`config.mk`:
```
export PLATFORM = sky130hd
export DESIGN_NAME = io_input_debounce_events
export DESIGN_NICKNAME = d
export VERILOG_FILES = /design/src/verilog/io_input_debounce_events.v /design/src/verilog/debounce_filter.v
export VERILOG_INCLUDE_DIRS = /design/src /design/src/verilog
export SDC_FILE = /design/constraint.sdc
export NUM_CORES = 1
export LEC_CHECK = 0
export BUFFER_PORTS_ARGS = -buffer_cell sky130_fd_sc_hd__buf_2
export CAP_MARGIN = 20
export CORE_ASPECT_RATIO = 0.6
export CORE_MARGIN = 3
export CORE_UTILIZATION = 25
export DETAILED_ROUTE_END_ITERATION = 8
export GPL_TIMING_DRIVEN = 0
export SYNTH_ARGS = -nofsm -noshare
export SYNTH_HDL_FRONTEND = slang
export SYNTH_HIERARCHICAL = 1
export SYNTH_SLANG_ARGS = --single-unit
```
`constraint.sdc`:
```
create_clock -name pclk -period 2.2 [get_ports pclk]
set_input_delay 0.33 -clock pclk [delete_from_list [all_inputs] [get_ports pclk]]
set_output_delay 0.33 -clock pclk [all_outputs]
set_load 0.01 [all_outputs]
```
`src/verilog/io_defines.vh`:
```
// Constants for the camera I/O input block: register map, fields, timing.
// Assumes a 100 MHz APB clock and byte addresses on paddr[7:0].
// Operation
// - Two input ports, two output ports and one port of selectable direction.
// - Ports stay disabled after power-on until USB enumeration completes.
// - Each input has a software switchable internal line termination.
// - Debounce passes a new level only after it stays stable the interval.
// - Accepted transitions are delayed by the interval from true stability.
// - Interval is 0 to 65535 us in 1 us steps; zero bypasses filtering.
// - Each input line has its own filter and its own interval.
// - Rising and falling filtered edges set separate readable flags per input.
// - Reading an edge flag returns it and clears it in the same access.
// - Repeated edges between reads just keep the flag set, no count kept.
// - Dual port powers up as input, termination off, until set to output.
`ifndef IO_DEFINES_VH
`define IO_DEFINES_VH

// ----------------------------------------------------------------------
// Register byte offsets
// ----------------------------------------------------------------------
`define REG_CTRL 8'h00
`define REG_LEVEL 8'h04
`define REG_RISE 8'h08
`define REG_FALL 8'h0c
`define REG_DEB0 8'h10
`define REG_DEB1 8'h14
`define REG_DEB2 8'h18
`define REG_IRQ_STAT 8'h1c
`define REG_IRQ_EN 8'h20
`define REG_IRQ_CLR 8'h24

// ----------------------------------------------------------------------
// Control fields and reset values
// ----------------------------------------------------------------------
`define CTRL_DIR 0
`define CTRL_TERM_LSB 1
`define CTRL_OUT_LSB 4
`define CTRL_W 7
`define CTRL_RESET 7'h00
`define LEVEL_ON_BIT 3
`define IRQ_FALL_LSB 3
`define DEB_W 16
`define DEB_RESET 16'h0000

// ----------------------------------------------------------------------
// Timing
// ----------------------------------------------------------------------
`define CLK_FREQ_MHZ 100
`define TICK_PERIOD_US 1
`define TICK_CYCLES (`CLK_FREQ_MHZ * `TICK_PERIOD_US)
`define TICK_W 7

`endif

```
`src/verilog/io_input_debounce_events.v`:
```
// Camera I/O port block: pin control, per-line debounce, edge event flags,
// interrupt status, all reached over an APB slave.
// Assumes pins arrive asynchronously and the enumeration flag is a level.
`timescale 1ns/1ps
`include "io_defines.vh"

module io_input_debounce_events #(
  parameter NLINES = 3,
  parameter DW = `DEB_W,
  parameter TICK_CYCLES = `TICK_CYCLES
) (
  // Clock and reset
  input wire pclk,
  input wire presetn,
  // APB slave
  input wire psel,
  input wire penable,
  input wire pwrite,
  input wire [7:0] paddr,
  input wire [31:0] pwdata,
  output reg [31:0] prdata,
  output reg pready,
  output reg pslverr,
  // System status
  input wire usb_enum_done,
  // Dedicated inputs
  input wire input_line_a,
  input wire input_line_b,
  // Dual direction port, enable low while driving
  input wire dual_direction_port_in,
  output reg dual_direction_port_out,
  output reg dual_direction_port_oe_n,
  // Dedicated outputs
  output reg output_line_a,
  output reg output_line_b,
  output reg output_drive_en,
  // Line terminations, bit 0 dual port, 1 line a, 2 line b
  output reg [NLINES-1:0] term_en,
  // Status
  output reg ports_enabled,
  output reg irq
);

  // Full width first, then cut on purpose to the tick counter width
  localparam [31:0] TICK_SPAN = TICK_CYCLES - 1;
  localparam [`TICK_W-1:0] TICK_LAST = TICK_SPAN[`TICK_W-1:0];
  localparam NIRQ = 2 * NLINES;

  // Sticky flag update where a new set always wins over a clear
  function [NIRQ-1:0] sticky;
    input [NIRQ-1:0] cur;
    input [NIRQ-1:0] set;
    input [NIRQ-1:0] clr;
    begin
      sticky = (cur & ~clr) | set;
    end
  endfunction

  // Address decode for the error answer; the read mux decodes paddr on its own
  function is_mapped;
    input [7:0] a;
    begin
      case (a)
        `REG_CTRL, `REG_LEVEL, `REG_RISE, `REG_FALL,
        `REG_DEB0, `REG_DEB1, `REG_DEB2,
        `REG_IRQ_STAT, `REG_IRQ_EN, `REG_IRQ_CLR: is_mapped = 1'b1;
        default: is_mapped = 1'b0;
      endcase
    end
  endfunction

  reg [2:0] enum_sync;
  reg [`TICK_W-1:0] tick_cnt;
  reg tick;
  reg [`CTRL_W-1:0] ctrl;
  reg [NLINES*DW-1:0] deb_time;
  reg [NLINES-1:0] level_q;
  reg log_armed;
  reg [NLINES-1:0] rise_seen_flag;
  reg [NLINES-1:0] fall_seen_flag;
  reg [NIRQ-1:0] irq_stat;
  reg [NIRQ-1:0] irq_en;
  reg [31:0] rd_mux;
  wire [NLINES-1:0] raw_lines;
  wire [NLINES-1:0] level;
  wire [NLINES-1:0] rise;
  wire [NLINES-1:0] fall;
  wire [NLINES-1:0] rise_clr;
  wire [NLINES-1:0] fall_clr;
  wire [NIRQ-1:0] irq_clr;
  wire setup;
  wire access;
  wire wr;
  wire rd;
  wire dir_out;

  assign dir_out = ctrl[`CTRL_DIR];
  assign raw_lines = {input_line_b, input_line_a, dual_direction_port_in};

  // ----------------------------------------------------------------------
  // Port enable after enumeration
  // ----------------------------------------------------------------------
  // Once enabled the ports stay on; a later drop of the flag is ignored
  always @(posedge pclk or negedge presetn) begin
    if (!presetn) begin
      enum_sync <= 3'h0;
      ports_enabled <= 1'b0;
    end else begin
      enum_sync <= {enum_sync[1:0], usb_enum_done};
      if (enum_sync[2] && enum_sync[1]) begin
        ports_enabled <= 1'b1;
      end
    end
  end

  // ----------------------------------------------------------------------
  // Microsecond time base
  // ----------------------------------------------------------------------
  // Free running, one tick in every TICK_CYCLES; all filters share it
  always @(posedge pclk or negedge presetn) begin
    if (!presetn) begin
      tick_cnt <= {`TICK_W{1'b0}};
      tick <= 1'b0;
    end else if (tick_cnt == TICK_LAST) begin
      tick_cnt <= {`TICK_W{1'b0}};
      tick <= 1'b1;
    end else begin
      tick_cnt <= tick_cnt + {{(`TICK_W-1){1'b0}}, 1'b1};
      tick <= 1'b0;
    end
  end

  // ----------------------------------------------------------------------
  // Filters, one per line
  // ----------------------------------------------------------------------
  // Own interval per line, so a slow switch and a fast encoder can coexist
  genvar g;
  generate
    for (g = 0; g < NLINES; g = g + 1) begin : line
      debounce_filter #(
        .W(DW)
      ) filt (
        .pclk(pclk),
        .presetn(presetn),
        .tick(tick),
        .interval(deb_time[g*DW +: DW]),
        .raw_pin(raw_lines[g]),
        .level(level[g])
      );
    end
  endgenerate

  // ----------------------------------------------------------------------
  // Edge detection on filtered levels
  // ----------------------------------------------------------------------
  // Edges while ports are off are not logged, lines are disconnected then.
  // Logging is armed one cycle after the ports come on: a line idling high
  // settles through its filter in the same cycle as the enable, and that
  // settling step out of reset is not a real edge.
  assign rise = level & ~level_q & {NLINES{log_armed}};
  assign fall = ~level & level_q & {NLINES{log_armed}};

  // Previous filtered levels
  always @(posedge pclk or negedge presetn) begin
    if (!presetn) begin
      level_q <= {NLINES{1'b0}};
    end else begin
      level_q <= level;
    end
  end

  // Event logging arm, trails the sticky port enable by one cycle
  always @(posedge pclk or negedge presetn) begin
    if (!presetn) begin
      log_armed <= 1'b0;
    end else begin
      log_armed <= ports_enabled;
    end
  end

  // ----------------------------------------------------------------------
  // APB handshake
  // ----------------------------------------------------------------------
  // One wait-free access cycle; effects happen at the access edge only.
  // Read data is captured at the setup edge, so read-clear acts on exactly
  // the bits that software sees; back to back transfers need no idle cycle.
  assign setup = psel && !penable;
  assign access = psel && penable && pready;
  assign wr = access && pwrite;
  assign rd = access && !pwrite;

  always @* begin
    rd_mux = 32'h0;
    case (paddr)
      `REG_CTRL: rd_mux[`CTRL_W-1:0] = ctrl;
      `REG_LEVEL: rd_mux[`LEVEL_ON_BIT:0] = {ports_enabled, level};
      `REG_RISE: rd_mux[NLINES-1:0] = rise_seen_flag;
      `REG_FALL: rd_mux[NLINES-1:0] = fall_seen_flag;
      `REG_DEB0: rd_mux[DW-1:0] = deb_time[0 +: DW];
      `REG_DEB1: rd_mux[DW-1:0] = deb_time[DW +: DW];
      `REG_DEB2: rd_mux[DW-1:0] = deb_time[2*DW +: DW];
      `REG_IRQ_STAT: rd_mux[NIRQ-1:0] = irq_stat;
      `REG_IRQ_EN: rd_mux[NIRQ-1:0] = irq_en;
      default: rd_mux = 32'h0;
    endcase
  end

  always @(posedge pclk or negedge presetn) begin
    if (!presetn) begin
      pready <= 1'b0;
      prdata <= 32'h0;
      pslverr <= 1'b0;
    end else begin
      pready <= setup;
      pslverr <= setup && !is_mapped(paddr);
      if (setup && !pwrite) begin
        prdata <= rd_mux;
      end else if (!psel) begin
        prdata <= 32'h0;
      end
    end
  end

  // ----------------------------------------------------------------------
  // Configuration registers
  // ----------------------------------------------------------------------
  // Writes to read-only or unmapped offsets fall to the default and change
  // nothing; only unmapped ones get the error answer, from the handshake logic
  always @(posedge pclk or negedge presetn) begin
    if (!presetn) begin
      ctrl <= `CTRL_RESET;
      deb_time <= {NLINES{`DEB_RESET}};
      irq_en <= {NIRQ{1'b0}};
    end else if (wr) begin
      case (paddr)
        `REG_CTRL: ctrl <= pwdata[`CTRL_W-1:0];
        `REG_DEB0: deb_time[0 +: DW] <= pwdata[DW-1:0];
        `REG_DEB1: deb_time[DW +: DW] <= pwdata[DW-1:0];
        `REG_DEB2: deb_time[2*DW +: DW] <= pwdata[DW-1:0];
        `REG_IRQ_EN: irq_en <= pwdata[NIRQ-1:0];
        default: ctrl <= ctrl;
      endcase
    end
  end

  // ----------------------------------------------------------------------
  // Edge flags, cleared by reading
  // ----------------------------------------------------------------------
  // Only bits that were captured into the read data are cleared, so an
  // edge landing between setup and access edges is kept for the next read
  assign rise_clr = (rd && paddr == `REG_RISE) ? prdata[NLINES-1:0] : {NLINES{1'b0}};
  assign fall_clr = (rd && paddr == `REG_FALL) ? prdata[NLINES-1:0] : {NLINES{1'b0}};
  assign irq_clr = (wr && paddr == `REG_IRQ_CLR) ? pwdata[NIRQ-1:0] : {NIRQ{1'b0}};

  always @(posedge pclk or negedge presetn) begin
    if (!presetn) begin
      rise_seen_flag <= {NLINES{1'b0}};
      fall_seen_flag <= {NLINES{1'b0}};
    end else begin
      // Set beats clear, repeats merely keep the flag high
      rise_seen_flag <= (rise_seen_flag & ~rise_clr) | rise;
      fall_seen_flag <= (fall_seen_flag & ~fall_clr) | fall;
    end
  end

  // ----------------------------------------------------------------------
  // Interrupt status and output
  // ----------------------------------------------------------------------
  // Registered output, so irq trails the status by one cycle
  always @(posedge pclk or negedge presetn) begin
    if (!presetn) begin
      irq_stat <= {NIRQ{1'b0}};
      irq <= 1'b0;
    end else begin
      irq_stat <= sticky(irq_stat, {fall, rise}, irq_clr);
      irq <= |(irq_stat & irq_en);
    end
  end

  // ----------------------------------------------------------------------
  // Pin drive and terminations
  // ----------------------------------------------------------------------
  // Everything held off until enumeration to keep bus current low
  always @(posedge pclk or negedge presetn) begin
    if (!presetn) begin
      dual_direction_port_out <= 1'b0;
      dual_direction_port_oe_n <= 1'b1;
      output_line_a <= 1'b0;
      output_line_b <= 1'b0;
      output_drive_en <= 1'b0;
      term_en <= {NLINES{1'b0}};
    end else begin
      dual_direction_port_oe_n <= !(ports_enabled && dir_out);
      dual_direction_port_out <= ports_enabled && dir_out && ctrl[`CTRL_OUT_LSB];
      output_line_a <= ports_enabled && ctrl[`CTRL_OUT_LSB+1];
      output_line_b <= ports_enabled && ctrl[`CTRL_OUT_LSB+2];
      output_drive_en <= ports_enabled;
      // Dual port termination only while it listens
      term_en <= {NLINES{ports_enabled}} &
                 ctrl[`CTRL_TERM_LSB +: NLINES] &
                 {{(NLINES-1){1'b1}}, !dir_out};
    end
  end

endmodule

```
`src/verilog/debounce_filter.v`:
```
// One input line: three-stage synchroniser and stability filter.
// Assumes a one-cycle tick every microsecond from the parent.
`timescale 1ns/1ps
`include "io_defines.vh"

module debounce_filter #(
  parameter W = `DEB_W
) (
  // Clock and reset
  input wire pclk,
  input wire presetn,
  // Time base and setting
  input wire tick,
  input wire [W-1:0] interval,
  // Line
  input wire raw_pin,
  output reg level
);

  reg [2:0] sync;
  reg cand;
  reg [W-1:0] cnt;
  wire agree;
  wire sampled;

  // Change counts only once stages two and three agree
  assign agree = (sync[1] == sync[2]);
  assign sampled = sync[2];

  // ----------------------------------------------------------------------
  // Synchroniser
  // ----------------------------------------------------------------------
  always @(posedge pclk or negedge presetn) begin
    if (!presetn) begin
      sync <= 3'h0;
    end else begin
      sync <= {sync[1:0], raw_pin};
    end
  end

  // ----------------------------------------------------------------------
  // Stability filter
  // ----------------------------------------------------------------------
  // Tick phase is free running, so one extra tick is waited to make the
  // stable time at least the interval; the price is up to 1 us more delay.
  always @(posedge pclk or negedge presetn) begin
    if (!presetn) begin
      level <= 1'b0;
      cand <= 1'b0;
      cnt <= {W{1'b0}};
    end else if (interval == {W{1'b0}}) begin
      if (agree) begin
        level <= sampled;
      end
      cand <= level;
      cnt <= {W{1'b0}};
    end else if (!agree) begin
      cnt <= cnt; // Unsettled sample, hold
    end else if (sampled == level) begin
      cand <= level;
      cnt <= {W{1'b0}};
    end else if (sampled != cand) begin
      cand <= sampled;
      cnt <= {W{1'b0}};
    end else if (tick) begin
      if (cnt == interval) begin
        level <= cand;
        cnt <= {W{1'b0}};
      end else begin
        cnt <= cnt + {{(W-1){1'b0}}, 1'b1};
      end
    end
  end

endmodule

```
# Word-level counts from Yosys, hierarchy flattened
# Cells that the tools add are included.
[op_classes] addsub=4 reduce_logical=55 muxes=64 eq_ne=29 bitwise_logic=18
[ops] operator="$mux W16" count=18
[ops] operator="$mux W32" count=2
[ops] operator="$add A16 B1 Y16 const B" count=3
[ops] operator="$eq A16 B16 Y1" count=3
[ops] operator="$logic_not A16 Y1" count=3
[ops] operator="$mux W1" count=35
[ops] operator="$eq A8 B5 Y1 const B" count=4
[ops] operator="$pmux W3 S9" count=1
[ops] operator="$pmux W9 S3" count=1
[ops] operator="$and A3 B3 Y3" count=8
[ops] operator="$reduce_and A2 Y1" count=11
[ops] operator="$reduce_bool A2 Y1" count=9
[ops] operator="$eq A8 B4 Y1 const B" count=2
[ops] operator="$eq A8 B6 Y1 const B" count=2
[ops] operator="$logic_and A1 B1 Y1" count=15
[ops] operator="$reduce_and A5 Y1" count=3
[ops] operator="$ne A2 B1 Y1 const B" count=7
[ops] operator="$and A6 B6 Y6" count=2
[ops] operator="$not A3 Y3" count=4
[ops] operator="$pmux W2 S6" count=1
[ops] operator="$reduce_bool A4 Y1" count=3
[ops] operator="$reduce_or A10 Y1" count=1
[ops] operator="$reduce_bool A3 Y1" count=3
[ops] operator="$eq A8 B3 Y1 const B" count=1
[ops] operator="15 further kinds" count=28
[totals] register_bits=194 inputBits=49 output_inout_bits=44

# Logic depth before layout (Yosys ltp)
# Gate-level depths: netlist (run 1).
[logic_depth] word_depth=8 ltp_mapped=8

# By module
# Netlist (run 1), hierarchy kept.
[modules_own_cells] module="io_input_debounce_events" seq_area_each_um2=2879.0 cells_per_inst=416 n_inst=1 area_each_um2=5233.8
[modules_own_cells] module="debounce_filter (line[1].filt ...)" seq_area_each_um2=525.5 cells_per_inst=163 n_inst=2 area_each_um2=1455.1
[modules_own_cells] module="debounce_filter (line[0].filt)" seq_area_each_um2=525.5 cells_per_inst=161 n_inst=1 area_each_um2=1428.9

# Worst setup path after synthesis (run 1)
# No wires, ideal clock.
[synth_path] path_type="input-to-reg" from="input paddr[4]" to="register deb_time[22]" required_ps=2075 arrival_ps=1814 cell_stages=7 path_slack_ps=261 path_cell_list="buf_4 > or4b_1 > buf_6 > or2_1 > buf_6 > buf_8 > mux2_4"
[synth_via] elab_chain_len=2
[synth_lines] element="from (decl)" line_no="io_input_debounce_events.v:19" text="input wire [7:0] paddr,"
[synth_lines] element="$eq A8 B5 Y1" line_no="io_input_debounce_events.v:235" text="case (paddr)"
[synth_lines] element="$reduce_and A2 Y1 (no line)"
[synth_lines] element="to (signal, indexed assignment)" line_no="io_input_debounce_events.v:237" text="`REG_DEB0: deb_time[0 +: DW] <= pwdata[DW-1:0];"
[synth_lines] element="to (signal, indexed assignment)" line_no="io_input_debounce_events.v:238" text="`REG_DEB1: deb_time[DW +: DW] <= pwdata[DW-1:0];"
[synth_lines] element="to (signal, indexed assignment)" line_no="io_input_debounce_events.v:239" text="`REG_DEB2: deb_time[2*DW +: DW] <= pwdata[DW-1:0];"
[synth_lines] element="to (decl)" line_no="io_input_debounce_events.v:76" text="reg [NLINES*DW-1:0] deb_time;"
# No other way between the ends.
# A chain may end at the register's enable or synchronous reset.

# Worst setup path in the final report (run 1)
[layout_path] from="register deb_time[11]" to="register line[0].filt.cnt[9]"
[layout_via] elab_chain_len=7 word_cells_on_any_way=11 classes_between="1 x eq/ne; 6 x mux; 4 x reduce/logical"
[layout_lines] element="from (signal assigned)" line_no="io_input_debounce_events.v:232" text="deb_time <= {NLINES{`DEB_RESET}};"
[layout_lines] element="from (signal, indexed assignment)" line_no="io_input_debounce_events.v:237"
[layout_lines] element="from (signal, indexed assignment)" line_no="io_input_debounce_events.v:238"
[layout_lines] element="$eq A16 B16 Y1" line_no="debounce_filter.v:66" text="if (cnt == interval) begin"
[layout_lines] element="$mux W16" line_no="debounce_filter.v:66"
[layout_lines] element="$mux W16" line_no="debounce_filter.v:65" text="end else if (tick) begin"
[layout_lines] element="$mux W16" line_no="debounce_filter.v:62" text="end else if (sampled != cand) begin"
[layout_lines] element="$mux W16" line_no="debounce_filter.v:59" text="end else if (sampled == level) begin"
[layout_lines] element="$mux W16" line_no="debounce_filter.v:57" text="end else if (!agree) begin"
[layout_lines] element="$mux W16" line_no="debounce_filter.v:51" text="end else if (interval == {W{1'b0}}) begin"
[layout_lines] element="to (signal assigned)" line_no="debounce_filter.v:58" text="cnt <= cnt;"
[layout_lines] element="to (signal assigned)" line_no="debounce_filter.v:61" text="cnt <= {W{1'b0}};"
[layout_lines] element="to (signal assigned)" line_no="debounce_filter.v:64" text="cnt <= {W{1'b0}};"
[layout_lines] element="to (decl)" line_no="debounce_filter.v:22" text="reg [W-1:0] cnt;"
# Parallel ways exist; a longest one is shown, timed or not. The select of a mux whose other input is x is not followed.

==> out/metrics.cfg, run 1 <==
[status]
status=finished clean

[logic_synthesis]
synth_ff_type=dfrtp_1
synth_edf_count=0
ys_ff_latch=178
netlist.area_leader.share=0.463
syn_area_sq_mm=0.00957
yosys.area.top_type=dfrtp_1
synth.area.top_cells=dfrtp_1 46%, mux2_2 6.2%, xor2_1 4.5%
synthArstFlopShare=1.00
yosysMostFrequentCell=dfrtp_1
synth_cell_types=72
ys_seq_area_frac=0.465
syn_area_per_cell_sq_um=10.6
ys_top_cells_by_count=177 x dfrtp_1, 78 x nand2_1, 53 x mux2_2, 49 x xor2_1, 35 x nand3_1
synthCells=903
yosysWarnings=6

[power_and_ir_drop]
peakVddDrop_mv=0.498
leakage_nw=5.11
power_density_mw_per_mm2=617
power_mw=7.04

[global_route]
grt_pass1_wl_mm=45.1
grt_max_degree=116
grt.total_usage=0.144
grt.overflow.total=0
grt_pass1_vias=7424
antenna_found_initial=0

[layout]
drive_above_1_share=0.244
stdcell_area_sq_mm=0.0114
fin_util=0.308
finalNetCount=1063
area_delta_synth_final_pct=19.2

[floorplan]
die_h_um=158
io-pin-count=93
start_util=0.259
rows=54
coreArea_sq_mm=0.0370
dieWidth_um=259
dieArea_sq_mm=0.0408

[clock_tree]
cts_made_buffers=17
cts.sink_count=178
cts_tree=built
clk_pin_slew_ns=0.08
clockBufferDepth=2
cts-root-buf=clkbuf_16
clock_latency_ns=0.46
htreeDepth=4

[routing]
first_pass_iters=5
vias=7879
drc=0
drt-initial-drc-count=890
via_per_inst=5.16
final_antenna_net_count=0
wl_mm=28.7
post_drt_wl_per_cell_um=18.8

[job]
maxCapViolCount=0

[timing]
fin_crit_ns=2.14
hold_ws_ns=0.0997
fmax_mhz=467
rsz0062_at_grt=no
setup_viol=0
skew_ns=0.00978
fin_crit_sh=0.973
report.final.slew_viol_count=0
slew_headroom=0.408
worst_pin_slew_ns=0.884
hold_violations=0

[critical_path]
end_kind=register
crit_type=reg -> reg
rr_startpoint=deb_time[11]
rrSetupSlack_ns=0.06
r2r-end=line[0].filt/cnt[9]
cp_data_arrival_time_ns=2.50
required_ns=2.56
rr_worst_depth=7
path_max_fanout=7
cp-start-kind=register

[placed_design]
port-buffer-count=58
dp_hpwl_mm=21.3
gp_congestion=0.912
place_area_sq_mm=0.0106

[worst_hold_path]
hp-start=penable
holdCritPathClass=in -> reg
whs_path_depth=2
whs_endpoint=pready

-- cell usage in the layout, fill, tap and decap left out, drive strengths merged, types with 9 or more instances in the layout --
cell type	count
nand3	38
o31ai	17
o22ai	25
and3	13
inv	31
nand2b	17
mux2i	21
nor3b	9
dfrtp	177
a31oi	20
mux2	63
and2	17
and4	14
o2bb2ai	14
o21ai	33
conb	16
nand2	78
a21o	13
nor4	32
a22o	15
xor2	49
nor2	28
clkbuf	33
buf	116
a32oi	9
nand4	21
a21oi	9
-- timing repair --
action | 4_1_cts | 5_1_grt
pin swaps | 2 | 6
setup endpoints to repair | 34 | 44
hold buffers | 5 | 0
hold endpoints to repair | 66 | 0
resized for setup | 9 | 20
buffers inserted | 2 | 7
-- worst max-delay path by stage --
stage	from	slack, ns	to
floorplan	paddr[4]	0.26	deb_time[22]
global placement	presetn	-2.19	tick_cnt[1]
detailed placement	tick	-0.16	line[0].filt/cnt[5]
CTS	deb_time[11]	0.03	line[0].filt/cnt[5]
global route	line[2].filt/cnt[6]	0.005	line[2].filt/level
finish	deb_time[11]	0.06	line[0].filt/cnt[9]
-- where the power goes --
part,internal (mW),switching [mW]
Clock,1.62,1.54
Sequential,3.31,0.0534
Combinational,0.188,0.328
-- stage by stage --
stage / TNS [ns] / setup WS, ns / std cells
2_1_floorplan: 0 / 0.261 / 918
3_3_place_gp: -387.13 / -2.19 / 1480
3_5_place_dp: -3.71 / -0.158 / 1481
4_1_cts: 0 / 0.0305 / 1520
5_1_grt: 0 / 0.00499 / 1527
6_report: 0 / 0.0599 / 1528
-- layer usage --
metal / global-route usage / wire length, um / vias to the layer above
met1: 0.228 / 14600 / 3970
met2: 0.189 / 11300 / 316
met5: 0 / 0 / -
met3: 0.0414 / 2610 / 16
li1: - / - / 3577
met4: 0.0316 / 235 / 0
-- flip-flops by register name, summed over array words and instances (netlist names), 3 cells and up --
| register | cells |
|---|---|
| line.filt/cand | 3 |
| enum_sync | 3 |
| line.filt/level | 3 |
| deb_time | 48 |
| level_q | 3 |
| ctrl | 7 |
| line.filt/sync | 9 |
| tick_cnt | 7 |
| term_en | 3 |
| irq_en | 6 |
| fall_seen_flag | 3 |
| prdata | 16 |
| rise_seen_flag | 3 |
| irq_stat | 6 |
| line.filt/cnt | 48 |
-- layout make-up --
class | instances | area [sq um]
fillers | 3845 | 25600
multi-input cells | 652 | 4760
flip-flops and latches | 178 | 4460
well taps | 504 | 631
repair buffers | 73 | 445
clock buffers | 17 | 425
plain buffers | 64 | 413
clock inverters | 15 | 174
inverters | 24 | 90.1
diodes | 1 | 2.50
-- cells by family after synthesis --
kind of cell | count (synthesis) | share of synthesized area
adder cells (fa/ha/maj) | 4 | 0.00523
XOR/XNOR | 52 | 0.0476
multiplexers | 85 | 0.102
other | 1 | 0.000392
buffers and inverters | 88 | 0.0512
flip-flops | 178 | 0.465
AND/OR/NAND/NOR | 311 | 0.192
AO/OA/AOI/OAI | 184 | 0.136
-- worst max-delay path: stages (launching register included) --
cell and delay, ns:
dfrtp_2 0.48, nor4_2 0.31, and4_1 0.27, buf_4 0.18
a211oi_4 0.06, nand3b_1 0.28, buf_4 0.19, o311ai_1 0.25
No activity file was read; power rests on OpenSTA's default activity.
==> run 2, diff against run 1 <==
--- a/config.mk
+++ b/config.mk
@@ -7,8 +7,7 @@
 export NUM_CORES = 1
 export LEC_CHECK = 0
 export BUFFER_PORTS_ARGS = -buffer_cell sky130_fd_sc_hd__buf_2
-export CAP_MARGIN = 20
-export CORE_ASPECT_RATIO = 0.6
+export CORE_ASPECT_RATIO = 0.5
 export CORE_MARGIN = 3
 export CORE_UTILIZATION = 25
 export DETAILED_ROUTE_END_ITERATION = 8
==> run 2 against run 1 <==
- non-clock buffer count decreased by 1
- power is 1.8% lower
- combinational power is 1% lower
- clock power shrank 4%
- count of clock-buffer cells in the layout is 1 higher
- sequential power is essentially flat
- routed wire length shrank 8.0%
- clock skew increased by 0.0036 ns
- largest power group unchanged
==> out/metrics.cfg, run 2 (synthesized netlist as in run 1, its figures left out) <==
[status]
status=finished clean

[routing]
wl_mm=26.4
post_drt_wl_per_cell_um=17.3
final_antenna_net_count=0
vias=7765
drc=0
drt-initial-drc-count=623
via_per_inst=5.07
first_pass_iters=5

[critical_path]
crit_buf_inv=3
path_cells=nor4_1 -> nand4_1 -> buf_4 -> and2_1 -> buf_6 -> nand3_2 -> buf_6 -> o22ai_1
crit_top_cell=buf_6
cp_top_family=simple AND/OR/NAND/NOR gates
path_max_fanout=10
cp_data_arrival_time_ns=2.42
slowest_delay_ns=0.51
cp-start-kind=register
required_ns=2.51
crit_type=reg -> reg
slowest_stage=nor4_1
end_kind=register

[clock_tree]
cts-root-buf=clkbuf_16
htreeDepth=4
cts.sink_count=178
clockBufferDepth=2
cts_made_buffers=17
clk_pin_slew_ns=0.07
clock_latency_ns=0.44
cts_tree=built

[timing]
skew_ns=0.0134
fin_crit_sh=0.959
worst_pin_slew_ns=0.813
slew_headroom=0.456
report.final.slew_viol_count=0
fmax_mhz=474
hold_violations=0
setup_ws_ns=0.0907
fin_crit_ns=2.11
fin_setup_tns_ns=0
setup_viol=0
hold_ws_ns=0.0232

[layout]
regArea_sq_mm=0.00446
diodes=0
multi_input_area_sq_mm=0.00472
drive_above_1_share=0.237
reg_top3=deb_time: 48 flops, line.filt/cnt: 48 flops, prdata: 16 flops
fillers=3731
layout_commonest_cell=dfrtp_1
layout_common_cells=172 x dfrtp_1, 78 x nand2_1, 74 x buf_2, 53 x mux2_2, 49 x xor2_1
area_delta_synth_final_pct=18.5
fin_util=0.308
finalNetCount=1062

[power_and_ir_drop]
leakage_nw=5.09
power_density_mw_per_mm2=609
peakVddDrop_mv=0.455

[global_route]
grt.total_usage=0.129
grt_max_degree=101
grt.overflow.total=0
grt_pass1_vias=7752
grt_pass1_wl_mm=41.9
antenna_found_initial=1

[worst_hold_path]
holdCritPathClass=in -> reg

[floorplan]
dieWidth_um=283
die_h_um=144
start_util=0.260
io-pin-count=93
dieArea_sq_mm=0.0408
coreArea_sq_mm=0.0368
rows=49

[job]
maxCapViolCount=0

[placed_design]
gp_congestion=0.873
dp_worst_setup_slack_ns=-0.178
port-buffer-count=58
dp_hpwl_mm=19.1

==> run 2: layout make-up <==
cell class              instances  area share
plain buffers                  64      0.0359
clock buffers                  18      0.0378
clock inverters                14      0.0139
inverters                      24     0.00794
multi-input cells             652       0.416
flip-flops and latches        178       0.393
well taps                     510      0.0563
repair buffers                 72      0.0384
==> run 2: what timing repair did <==
item | CTS | global route
buffers inserted | 2 | 7
pin swaps | 2 | 5
resized for setup | 3 | 15
hold buffers | 4 | 0
endpoints found under the hold margin | 80 | 0
setup endpoints to repair | 13 | 35
==> run 2: report_power, final <==
group          switching [mW]  internal (mW)  total (mW)
clock network            1.51           1.53        3.04
registers              0.0545           3.31        3.36
logic                   0.324          0.186       0.511
==> run 2: metrics by stage <==
| stage | cells | area [sq um] | power (mW) |
|---|---|---|---|
| floorplan | 918 | 9630 | 3.68 |
| global placement | 1486 | 10600 | 3.88 |
| detailed placement | 1487 | 10600 | 3.91 |
| CTS | 1525 | 11200 | 6.96 |
| global route | 1532 | 11300 | 7.16 |
| finish | 1532 | 11300 | 6.91 |
==> run 2: per-layer routing <==
layer  up-vias  track usage  part of all wire
met5         -            0                 0
met4         0       0.0540             0.025
met3        45       0.0274             0.058
met2       268        0.214              0.49
met1      3910        0.165              0.43
li1       3542            -                 -
==> run 2: worst register-to-register path: stages (launching register included) <==
cell	delay, ns
dfrtp_1	0.44
nor4_1	0.51
nand4_1	0.16
buf_4	0.20
and2_1	0.15
buf_6	0.14
nand3_2	0.13
buf_6	0.17
o22ai_1	0.10
==> run 2: path summary, 6_finish.rpt <==
kind                               from                   end  slack [ns]  depth (start not counted)
setup / recovery           deb_time[43]   line[2].filt/cnt[8]        0.09                          8
hold / removal             input_line_b  line[2].filt/sync[0]        0.02                          1
setup reg to reg           deb_time[43]   line[2].filt/cnt[8]        0.09                          8
hold reg to reg            enum_sync[0]          enum_sync[1]        0.35                          0
max in group asynchronous       presetn           irq_stat[1]        0.85                          3
min in group asynchronous       presetn   line[2].filt/cnt[8]        0.45                          2
